**config.mk**
```make
export PLATFORM = sky130hd
export DESIGN_NAME = scb_top
export DESIGN_NICKNAME = d
export VERILOG_FILES = /design/src/scb_pkg.sv /design/src/scb_top.sv
export VERILOG_INCLUDE_DIRS = /design/src
export SDC_FILE = /design/constraint.sdc
export NUM_CORES = 1
export LEC_CHECK = 0
export BUFFER_PORTS_ARGS = -buffer_cell sky130_fd_sc_hd__buf_2
export CORE_MARGIN = 1
export CORE_UTILIZATION = 40
export CTS_BUF_LIST = sky130_fd_sc_hd__clkbuf_2 sky130_fd_sc_hd__clkbuf_4 sky130_fd_sc_hd__clkbuf_8
export CTS_CLUSTER_DIAMETER = 30
export DETAILED_ROUTE_END_ITERATION = 16
export PLACE_DENSITY = 0.67
export SETUP_SLACK_MARGIN = 0.3
export SYNTH_ARGS = -nofsm -noshare
export SYNTH_HDL_FRONTEND = slang
export SYNTH_SLANG_ARGS = --single-unit
```
**constraint.sdc**
```tcl
create_clock -name mclk -period 2.5 [get_ports mclk]
set_input_delay 0.25 -clock mclk [delete_from_list [all_inputs] [get_ports mclk]]
set_output_delay 0.25 -clock mclk [all_outputs]
set_load 0.005 [all_outputs]
```
**src/scb_regs.svh**
```systemverilog
// Purpose: offsets, command codes and reset values of the system control bank
// Assumes: byte-wide register port, byte offsets as printed
// Notes:   definitions only
`ifndef SCB_REGS_SVH
`define SCB_REGS_SVH
// register offsets
`define SCB_WDTEST_ADR 8'h09
`define SCB_SWD_ADR    8'h0c
`define SCB_GOC_ADR    8'h0e
`define SCB_ROMID_ADR  8'h2c
`define SCB_RAMID_ADR  8'h2d
`define SCB_CPUID_ADR  8'h2e
`define SCB_REVID_ADR  8'h2f
// watchdog test codes
`define SCB_WT_LOW     8'h51
`define SCB_WT_HIGH    8'h52
`define SCB_WT_BOTH    8'h53
`define SCB_WT_DIS     8'h54
// secondary watchdog disable sequence
`define SCB_SWD_DIS1   8'h5a
`define SCB_SWD_DIS2   8'h52
// id register fields
`define SCB_ID_FETCH   7
`define SCB_ID_BOOT_HI 6
`define SCB_ID_BOOT_LO 5
// reset values and default watchdog limit
`define SCB_GOC_RST    8'h00
`define SCB_SWD_RST    8'hff
`define SCB_WDT_LIMIT  16'hffff
`endif

```
**src/scb_pkg.sv**
```systemverilog
// Purpose: shared types of the system control bank
// Assumes: nothing
// Notes:   field layout of the output control register is the struct order
package scb_pkg;
   typedef enum logic [1:0] {
      SCB_WT_NORMAL,
      SCB_WT_LO,
      SCB_WT_HI,
      SCB_WT_PAR
   } scb_wt_mode_t;
   typedef struct packed {
      logic [1:0] clk_sel;
      logic [1:0] stat_sel;
      logic       wdo_low;
      logic       spare;
      logic [1:0] buf_sel;
   } scb_goc_t;
   typedef struct packed {
      logic       wr;
      logic       rd;
      logic [7:0] addr;
      logic [7:0] wdata;
   } scb_bus_t;
endpackage : scb_pkg

```
**src/scb_top.sv**
```systemverilog
// Purpose: system control register bank with watchdog test/disable,
//          secondary watchdog, output pin control and identity registers
// Assumes: perclk is mclk; osc_32k and boot pins are asynchronous
// Notes:
// How it works
// test code 51h clocks only watchdog low byte from perclk
// test code 52h clocks only watchdog high byte from perclk
// test code 53h clocks both watchdog bytes from perclk
// 54h disables watchdog only right after 51h, 52h or 53h
// once disabled, any other test write re-enables the watchdog
// other test values and reset give normal 32 kHz clocking
// secondary constant is stored, loaded only when count reaches zero
// secondary counter counts modulo constant plus one
// secondary watchdog disabled by write sequence starting 5Ah
// bits 7:6 pick clock pin: perclk, perclk/2, low, high
// bits 5:4 status pin: opcode fetch, int ack, low, high
// bit 3 pulses watchdog pin low 1-2 slow cycles; bit 2 ignored
// bits 1:0 buffer enable: external io, data memory, low, high
// id bit 7 reads the fetch-ignore strap
// id bits 6:5 read current boot mode pins
// id bits 4:0 fixed rom, ram, cpu, revision codes
// full byte decoded per write; sequences tracked by flags
//
// Design decision made here: the plain strobed port.
`timescale 1ns/1ps
`include "scb_regs.svh"

module scb_top
   import scb_pkg::*;
#(
   // identity codes: values are arbitrary
   parameter logic [4:0]  ROM_ID    = 5'h03,
   parameter logic [4:0]  RAM_ID    = 5'h05,
   parameter logic [4:0]  CPU_ID    = 5'h06,
   parameter logic [4:0]  REV_ID    = 5'h07,
   parameter logic [15:0] WDT_LIMIT = `SCB_WDT_LIMIT
) (
   // clock and reset
   input  wire logic     mclk,
   input  wire logic     rst_n,
   // register port
   input  wire scb_bus_t bus,
   output logic [7:0]    rdata,
   // pins in
   input  wire logic     osc_32k,
   input  wire logic [1:0] boot_mode_pins,
   input  wire logic     fetch_ignore,
   // cpu cycle status
   input  wire logic     opcode_fetch1,
   input  wire logic     int_ack,
   input  wire logic     io_cycle,
   input  wire logic     data_mem_access,
   input  wire logic     wdt_restart,
   // pins out
   output logic          clk_out,
   output logic          status_n,
   output logic          watchdog_output_n,
   output logic          bus_buffer_enable_n,
   output logic          swd_expire
);

   ////////////////////////////////////////////////////////////////////
   // synchronisers
   logic       osc_meta;
   logic       osc_sync;
   logic       osc_prev;
   logic [1:0] boot_meta;
   logic [1:0] boot_sync;
   logic       fig_meta;
   logic       fig_sync;

   always_ff @(posedge mclk or negedge rst_n) begin
      if (!rst_n) begin
         osc_meta  <= 1'b0;
         osc_sync  <= 1'b0;
         osc_prev  <= 1'b0;
         boot_meta <= 2'h0;
         boot_sync <= 2'h0;
         fig_meta  <= 1'b0;
         fig_sync  <= 1'b0;
      end else begin
         osc_meta  <= osc_32k;
         osc_sync  <= osc_meta;
         osc_prev  <= osc_sync;
         boot_meta <= boot_mode_pins;
         boot_sync <= boot_meta;
         fig_meta  <= fetch_ignore;
         fig_sync  <= fig_meta;
      end
   end

   wire tick32 = osc_sync & ~osc_prev;

   ////////////////////////////////////////////////////////////////////
   // write decode
   wire wr_wt  = bus.wr && bus.addr == `SCB_WDTEST_ADR;
   wire wr_swd = bus.wr && bus.addr == `SCB_SWD_ADR;
   wire wr_goc = bus.wr && bus.addr == `SCB_GOC_ADR;
   wire [7:0] wv = bus.wdata;
   wire wv_test = wv == `SCB_WT_LOW || wv == `SCB_WT_HIGH ||
                  wv == `SCB_WT_BOTH;

   ////////////////////////////////////////////////////////////////////
   // watchdog test control
   scb_wt_mode_t wt_mode;
   scb_wt_mode_t next_wt_mode;
   logic         wt_armed;
   logic         wdt_disabled;

   // full byte compared, never a partial field
   always_comb begin
      unique case (wv)
         `SCB_WT_LOW:  next_wt_mode = SCB_WT_LO;
         `SCB_WT_HIGH: next_wt_mode = SCB_WT_HI;
         `SCB_WT_BOTH: next_wt_mode = SCB_WT_PAR;
         default:      next_wt_mode = SCB_WT_NORMAL;
      endcase
   end

   wire next_dis = (wv == `SCB_WT_DIS) && wt_armed;

   always_ff @(posedge mclk or negedge rst_n) begin
      if (!rst_n) begin
         wt_mode      <= SCB_WT_NORMAL;
         wt_armed     <= 1'b0;
         wdt_disabled <= 1'b0;
      end else if (wr_wt) begin
         wt_mode      <= next_wt_mode;
         wt_armed     <= wv_test;
         wdt_disabled <= next_dis;
      end
   end

   ////////////////////////////////////////////////////////////////////
   // watchdog counter
   logic [15:0] wdt_cnt;
   wire perclk_lo = wt_mode == SCB_WT_LO || wt_mode == SCB_WT_PAR;
   wire perclk_hi = wt_mode == SCB_WT_HI || wt_mode == SCB_WT_PAR;
   wire norm      = wt_mode == SCB_WT_NORMAL;
   // test modes run each byte alone, no carry between them
   wire inc_lo = !wdt_disabled && (perclk_lo || (norm && tick32));
   wire inc_hi = !wdt_disabled && (perclk_hi ||
                 (norm && tick32 && wdt_cnt[7:0] == 8'hff));
   wire wdt_fire = !wdt_disabled && wdt_cnt == WDT_LIMIT;

   always_ff @(posedge mclk or negedge rst_n) begin
      if (!rst_n) begin
         wdt_cnt <= 16'h0000;
      end else if (wdt_restart || wdt_fire) begin
         wdt_cnt <= 16'h0000;
      end else begin
         if (inc_lo)
            wdt_cnt[7:0] <= wdt_cnt[7:0] + 8'h01;
         if (inc_hi)
            wdt_cnt[15:8] <= wdt_cnt[15:8] + 8'h01;
      end
   end

   ////////////////////////////////////////////////////////////////////
   // secondary watchdog
   logic [7:0] swd_const;
   logic [7:0] swd_cnt;
   logic       swd_en;
   logic       swd_seq;
   wire swd_dis_hit = swd_seq && wv == `SCB_SWD_DIS2;
   wire swd_zero    = swd_cnt == 8'h00;
   wire swd_step    = swd_en && tick32;

   always_ff @(posedge mclk or negedge rst_n) begin
      if (!rst_n) begin
         swd_const <= `SCB_SWD_RST;
         swd_seq   <= 1'b0;
         swd_en    <= 1'b1;
      end else if (wr_swd) begin
         swd_seq <= wv == `SCB_SWD_DIS1;
         if (swd_dis_hit)
            swd_en <= 1'b0;
         else if (wv != `SCB_SWD_DIS1)
            swd_const <= wv;
      end
   end

   always_ff @(posedge mclk or negedge rst_n) begin
      if (!rst_n) begin
         swd_cnt    <= `SCB_SWD_RST;
         swd_expire <= 1'b0;
      end else begin
         swd_expire <= swd_step && swd_zero;
         if (swd_step) begin
            if (swd_zero)
               swd_cnt <= swd_const;
            else
               swd_cnt <= swd_cnt - 8'h01;
         end
      end
   end

   ////////////////////////////////////////////////////////////////////
   // output control register and pins
   scb_goc_t goc;
   logic     wdo_force;
   logic     wdo_ticks;
   logic     clk_half;

   always_ff @(posedge mclk or negedge rst_n) begin
      if (!rst_n) begin
         goc <= `SCB_GOC_RST;
      end else if (wr_goc) begin
         goc <= wv;
      end
   end

   // pulse ends on the second slow edge, so 1 to 2 slow periods
   always_ff @(posedge mclk or negedge rst_n) begin
      if (!rst_n) begin
         wdo_force <= 1'b0;
         wdo_ticks <= 1'b0;
      end else if (wr_goc && wv[3]) begin
         wdo_force <= 1'b1;
         wdo_ticks <= 1'b0;
      end else if (wdo_force && tick32) begin
         wdo_ticks <= 1'b1;
         if (wdo_ticks)
            wdo_force <= 1'b0;
      end
   end

   always_ff @(posedge mclk or negedge rst_n) begin
      if (!rst_n) begin
         clk_half <= 1'b0;
      end else begin
         clk_half <= ~clk_half;
      end
   end

   // perclk itself can only be passed through, not re-timed
   assign clk_out = goc.clk_sel == 2'b00 ? mclk :
                    goc.clk_sel == 2'b01 ? clk_half :
                    goc.clk_sel[0];

   wire next_status_n = goc.stat_sel == 2'b00 ? ~opcode_fetch1 :
                        goc.stat_sel == 2'b01 ? ~int_ack :
                        goc.stat_sel[0];
   wire next_bus_buffer_enable_n_n  = goc.buf_sel == 2'b00 ? ~io_cycle :
                        goc.buf_sel == 2'b01 ? ~data_mem_access :
                        goc.buf_sel[0];
   // goc bit 2 drives no pin; it is only read back
   wire next_wdo_n    = ~(wdo_force || wdt_fire);

   always_ff @(posedge mclk or negedge rst_n) begin
      if (!rst_n) begin
         status_n            <= 1'b1;
         bus_buffer_enable_n <= 1'b1;
         watchdog_output_n   <= 1'b1;
      end else begin
         status_n            <= next_status_n;
         bus_buffer_enable_n <= next_bus_buffer_enable_n_n;
         watchdog_output_n   <= next_wdo_n;
      end
   end

   ////////////////////////////////////////////////////////////////////
   // read path
   wire [2:0] id_hi = {fig_sync, boot_sync};
   wire is_id = bus.addr[7:2] == 6'(`SCB_ROMID_ADR >> 2);
   logic [4:0] id_code;
   always_comb begin
      unique case (bus.addr[1:0])
         2'b00:   id_code = ROM_ID;
         2'b01:   id_code = RAM_ID;
         2'b10:   id_code = CPU_ID;
         default: id_code = REV_ID;
      endcase
   end
   // write-only and unmapped offsets read as zero
   wire [7:0] next_rdata = is_id ? {id_hi, id_code} :
                           bus.addr == `SCB_GOC_ADR ? goc : 8'h00;

   always_ff @(posedge mclk or negedge rst_n) begin
      if (!rst_n) begin
         rdata <= 8'h00;
      end else if (bus.rd) begin
         rdata <= next_rdata;
      end
   end

   ////////////////////////////////////////////////////////////////////
   // checks
   property p_wt_lo;
      @(posedge mclk) disable iff (!rst_n)
      wr_wt && wv == `SCB_WT_LOW |=> wt_mode == SCB_WT_LO;
   endproperty
   a_wt_lo: assert property (p_wt_lo)
      else $error("low byte test mode not entered");

   property p_wt_hi;
      @(posedge mclk) disable iff (!rst_n)
      wt_mode == SCB_WT_HI && !wdt_disabled && !wdt_restart && !wdt_fire
      |=> wdt_cnt[15:8] == $past(wdt_cnt[15:8]) + 8'h01 &&
          wdt_cnt[7:0] == $past(wdt_cnt[7:0]);
   endproperty
   a_wt_hi: assert property (p_wt_hi)
      else $error("high byte not stepping alone");

   property p_wt_par;
      @(posedge mclk) disable iff (!rst_n)
      wr_wt && wv == `SCB_WT_BOTH |=> perclk_lo && perclk_hi;
   endproperty
   a_wt_par: assert property (p_wt_par)
      else $error("parallel test mode not entered");

   property p_dis;
      @(posedge mclk) disable iff (!rst_n)
      wr_wt && wv == `SCB_WT_DIS |=> wdt_disabled == $past(wt_armed);
   endproperty
   a_dis: assert property (p_dis)
      else $error("disable sequence misjudged");

   property p_reen;
      @(posedge mclk) disable iff (!rst_n)
      wdt_disabled && wr_wt && wv != `SCB_WT_DIS |=> !wdt_disabled;
   endproperty
   a_reen: assert property (p_reen)
      else $error("watchdog not re-enabled");

   property p_norm;
      @(posedge mclk) disable iff (!rst_n)
      wr_wt && !wv_test |=> norm;
   endproperty
   a_norm: assert property (p_norm)
      else $error("normal clocking not restored");

   property p_reload;
      @(posedge mclk) disable iff (!rst_n)
      swd_step && swd_zero |=> swd_cnt == $past(swd_const) && swd_expire;
   endproperty
   a_reload: assert property (p_reload)
      else $error("secondary reload wrong");

   property p_swd_dec;
      @(posedge mclk) disable iff (!rst_n)
      swd_step && !swd_zero |=> swd_cnt == $past(swd_cnt) - 8'h01;
   endproperty
   a_swd_dec: assert property (p_swd_dec)
      else $error("secondary count step wrong");

   property p_swd_off;
      @(posedge mclk) disable iff (!rst_n)
      wr_swd && swd_seq && wv == `SCB_SWD_DIS2 |=> !swd_en [*2];
   endproperty
   a_swd_off: assert property (p_swd_off)
      else $error("secondary watchdog not disabled");

   property p_clk_fix;
      @(posedge mclk) disable iff (!rst_n)
      goc.clk_sel[1] |-> clk_out == goc.clk_sel[0];
   endproperty
   a_clk_fix: assert property (p_clk_fix)
      else $error("clock pin not held");

   property p_stat;
      @(posedge mclk) disable iff (!rst_n)
      goc.stat_sel == 2'b01 ##1 goc.stat_sel == 2'b01
      |-> status_n == !$past(int_ack);
   endproperty
   a_stat: assert property (p_stat)
      else $error("status pin not on int ack");

   property p_wdo;
      @(posedge mclk) disable iff (!rst_n)
      wr_goc && wv[3] |=> ##1 !watchdog_output_n;
   endproperty
   a_wdo: assert property (p_wdo)
      else $error("watchdog pin pulse missing");

   property p_buf;
      @(posedge mclk) disable iff (!rst_n)
      goc.buf_sel == 2'b10 |=> !bus_buffer_enable_n;
   endproperty
   a_buf: assert property (p_buf)
      else $error("buffer enable not held low");

   property p_id;
      @(posedge mclk) disable iff (!rst_n)
      bus.rd && bus.addr == `SCB_REVID_ADR
      |=> rdata == {$past(fig_sync), $past(boot_sync), REV_ID};
   endproperty
   a_id: assert property (p_id)
      else $error("identity read wrong");

   c_dis: cover property (@(posedge mclk) disable iff (!rst_n)
      $rose(wdt_disabled));
   c_swd: cover property (@(posedge mclk) disable iff (!rst_n)
      swd_expire);
   c_wdo: cover property (@(posedge mclk) disable iff (!rst_n)
      $fell(wdo_force));

endmodule : scb_top

```
==> flow_metrics.py <==
metrics = {
    "pwr": {
        "combPwrFrac_pct": 5.4,
        "pwr-share-clk_pct": 45.2,
        "p_total_mw": 2.41,
        "powerDensity_mw_per_mm2": 629,
        "p_sw_share_pct": 22.6,
        "seqPwrFrac_pct": 49.3,
        "switchingPower_mw": 0.545,
        "p_int_mw": 1.86,
        "p_leak_nw": 1.66,
        "ir_worst_vdd_mv": 0.410,
    },
    "timing": {
        "fin_tns_setup_ns": 0,
        "hold_viol_final": 0,
        "final.setup_skew_ns": 0.00531,
        "slew_headroom_pct": 51.1,
        "whs_ns": 0.0531,
        "setup_viol": 0,
        "tightest_slew_ns": 0.729,
        "grt_setup_unrepaired": "false",
        "drv_slew": 0,
        "worst_slack_ns": 0.469,
    },
    "detailed_routing": {
        "wl_per_cell_um": 14.3,
        "wirelength_um": 6470,
        "detail-route-antenna-nets": 0,
        "viasPerCell": 5.35,
        "met2_length_um": 3060,
        "dr.max_layer_used": "met4",
        "wl_met1_um": 3090,
        "vias": 2417,
        "wl_met3_um": 215,
        "dr.pass1.iters": 4,
        "drc_errors": 0,
        "drt-initial-drc-count": 125,
    },
    "worst_setup_path": {
        "arrival_ns": 1.78,
        "cpPeakStageDelay_ns": 0.13,
        "crit_required_ns": 2.25,
        "r2r-end": "wdt_cnt[14]",
        "timing.rr.start": "wdt_cnt[0]",
        "worst_path_max_delay_cell": "a21oi_1",
        "endpoint_kind": "output port",
        "path_max_fanout": 2,
        "cp_common_cell": "clkbuf_8",
        "reg2reg_slack_ns": 0.54,
        "path_cells": "clkbuf_8, clkbuf_8, a21oi_1, a31oi_1, buf_2",
        "worstRegToRegCells": 6,
        "cpLargestDelayFamily": "buffers and inverters",
        "critPathKind": "clock port to output port",
        "worst_setup_path_start_kind": "clock port",
        "crit_buf_inv": 3,
    },
    "global_routing": {
        "antenna_found_initial": 0,
        "grt_overflow_total": 0,
        "grtUsageTotal_pct": 17.4,
        "first_global_vias": 2388,
        "grt_pass1_wl_um": 11200,
        "grt_max_degree": 29,
    },
    "cts": {
        "cts_resized": 0,
        "clk_pin_slew_ns": 0.07,
        "tritoncts": "built",
        "clkLatencyLatePin_ns": 0.44,
    },
    "run_status": {
        "status": "finished, final reports clean",
    },
    "yosys": {
        "netlist_area_mm2": 0.00319,
        "ys_async_sr_fraction_pct": 100,
        "yosysSeqAreaShare_pct": 55.6,
        "ys.flop_type": "dfrtp_1",
        "synth_edf_count": 0,
        "syn_inst": 288,
        "yosys.area.top_type_share_pct": 39.2,
        "syn-num-nets": 321,
        "syn_area_per_cell_um2": 11.1,
        "yosysTopAreaCell": "dfrtp_1",
        "synth.most_common_cell": "dfrtp_1",
        "yosysWarnings": 0,
        "synth_seq_cells": 70,
        "synthTopCellsByArea": "dfrtp_1, dfstp_2, mux2_2",
        "netlist_top_cells_count": "dfrtp_1, dfstp_2, nand3_1",
        "synth_cell_types": 52,
    },
    "placement": {
        "port_buffers": 41,
        "dp_slack_ns": 0.511,
        "dpl.cell_count": 426,
        "place_congestion": 0.787,
        "post-dp-hpwl_um": 4540,
    },
    "hold_path": {
        "holdPathEnd": "wdo_ticks",
        "timing.hold.worst.class": "input port to flip-flop",
        "min_from": "bus[17]",
        "hold_depth": 2,
    },
    "final_layout": {
        "nNetsFinal": 378,
        "num_antenna_cells": 0,
        "final_cells": 452,
        "fill_cells": 707,
        "area_growth_pct": 20.0,
        "multi_input_area_mm2": 0.00132,
        "drive_above_1_share_pct": 31.4,
        "seq_area_mm2": 0.00178,
    },
    "floorplan": {
        "die_x_um": 91.4,
        "io_pins": 42,
        "dieArea_mm2": 0.00835,
        "core_area_mm2": 0.00773,
        "die_height_um": 91.4,
        "start_util_pct": 41.3,
        "rows": 32,
    },
    "run": {
        "drv_cap": 0,
    },
}
==> stage by stage <==
step           util (%)  instance area [µm²]
6_report           49.6                 3830
5_1_grt            49.6                 3830
4_1_cts            49.6                 3830
3_5_place_dp       45.5                 3510
3_3_place_gp       45.5                 3510
2_1_floorplan         -                 3190
==> cells in the final DEF, fill, tap and decap left out, types with 4 or more instances in the layout <==
cell           count
xor2_1             4
buf_4              4
o31ai_1            7
o41ai_1            4
dfstp_2           20
dfrtp_1           50
o21ai_0           16
clkbuf_8          14
ha_1               4
a32oi_1            4
a21oi_1           18
nor2_1            16
buf_2             41
a31oi_1            4
mux2_2            18
nand2_1           18
inv_1             13
nand4_1            6
or4_1              4
dlygate4sd3_1      7
nand3_1           19
or3_1              6
==> flip-flops by register name, indices dropped and copies added (netlist names), 2 cells and up <==
signal and count:
wt_mode 2, goc 8, wdt_cnt 16, rdata 8
boot_meta 2, swd_const 8, boot_sync 2, swd_cnt 8
==> worst max path at each step <==
| stage | startpoint | end | slack, ns | depth (start not counted) |
|---|---|---|---|---|
| after CTS | mclk | clk_out | 0.46 | 5 |
| final | mclk | clk_out | 0.47 | 5 |
| after global routing | wdt_cnt[0] | wdt_cnt[12] | 0.38 | 6 |
| after global placement | bus[15] | swd_const[2] | 0.56 | 5 |
| after detailed placement | bus[15] | goc[3] | 0.51 | 5 |
| after floorplan | osc_prev | wdt_cnt[15] | 0.74 | 5 |
==> layer usage <==
metal | up-vias | global-route usage, %
li1 | 1178 | -
met1 | 1183 | 22.3
met2 | 47 | 26.6
met3 | 9 | 5.44
met4 | 0 | 8.33
met5 | - | 0
==> layout make-up <==
type	instances	area share, %
clock buffers	15	5.16
clock inverters	5	1.50
inverters	13	1.27
multi-input cells	196	34.5
flip-flops and latches	70	46.4
well taps	102	3.33
repair buffers	51	7.84
==> cells by family after synthesis <==
family / share of synthesized area, %
adder cells (fa/ha/maj): 1.57
AO/OA/AOI/OAI: 14.4
buffers and inverters: 2.94
XOR/XNOR: 1.10
AND/OR/NAND/NOR: 17.4
flip-flops: 55.6
multiplexers: 6.97
==> repair_timing <==
action | 4_1_cts | 5_1_grt
hold buffers | 7 | 0
setup buffers | 0 | 0
hold endpoints to repair | 20 | 0
==> power groups by stage <==
stage,clock (mW),sequential [mW],combinational (mW)
floorplan,0.0209,1.20,0.0523
global placement,0.0341,1.21,0.122
detailed placement,0.0341,1.21,0.125
CTS,1.13,1.19,0.134
global route,1.19,1.19,0.148
finish,1.09,1.19,0.131
Note: power is estimated with default switching activity, not from simulation.
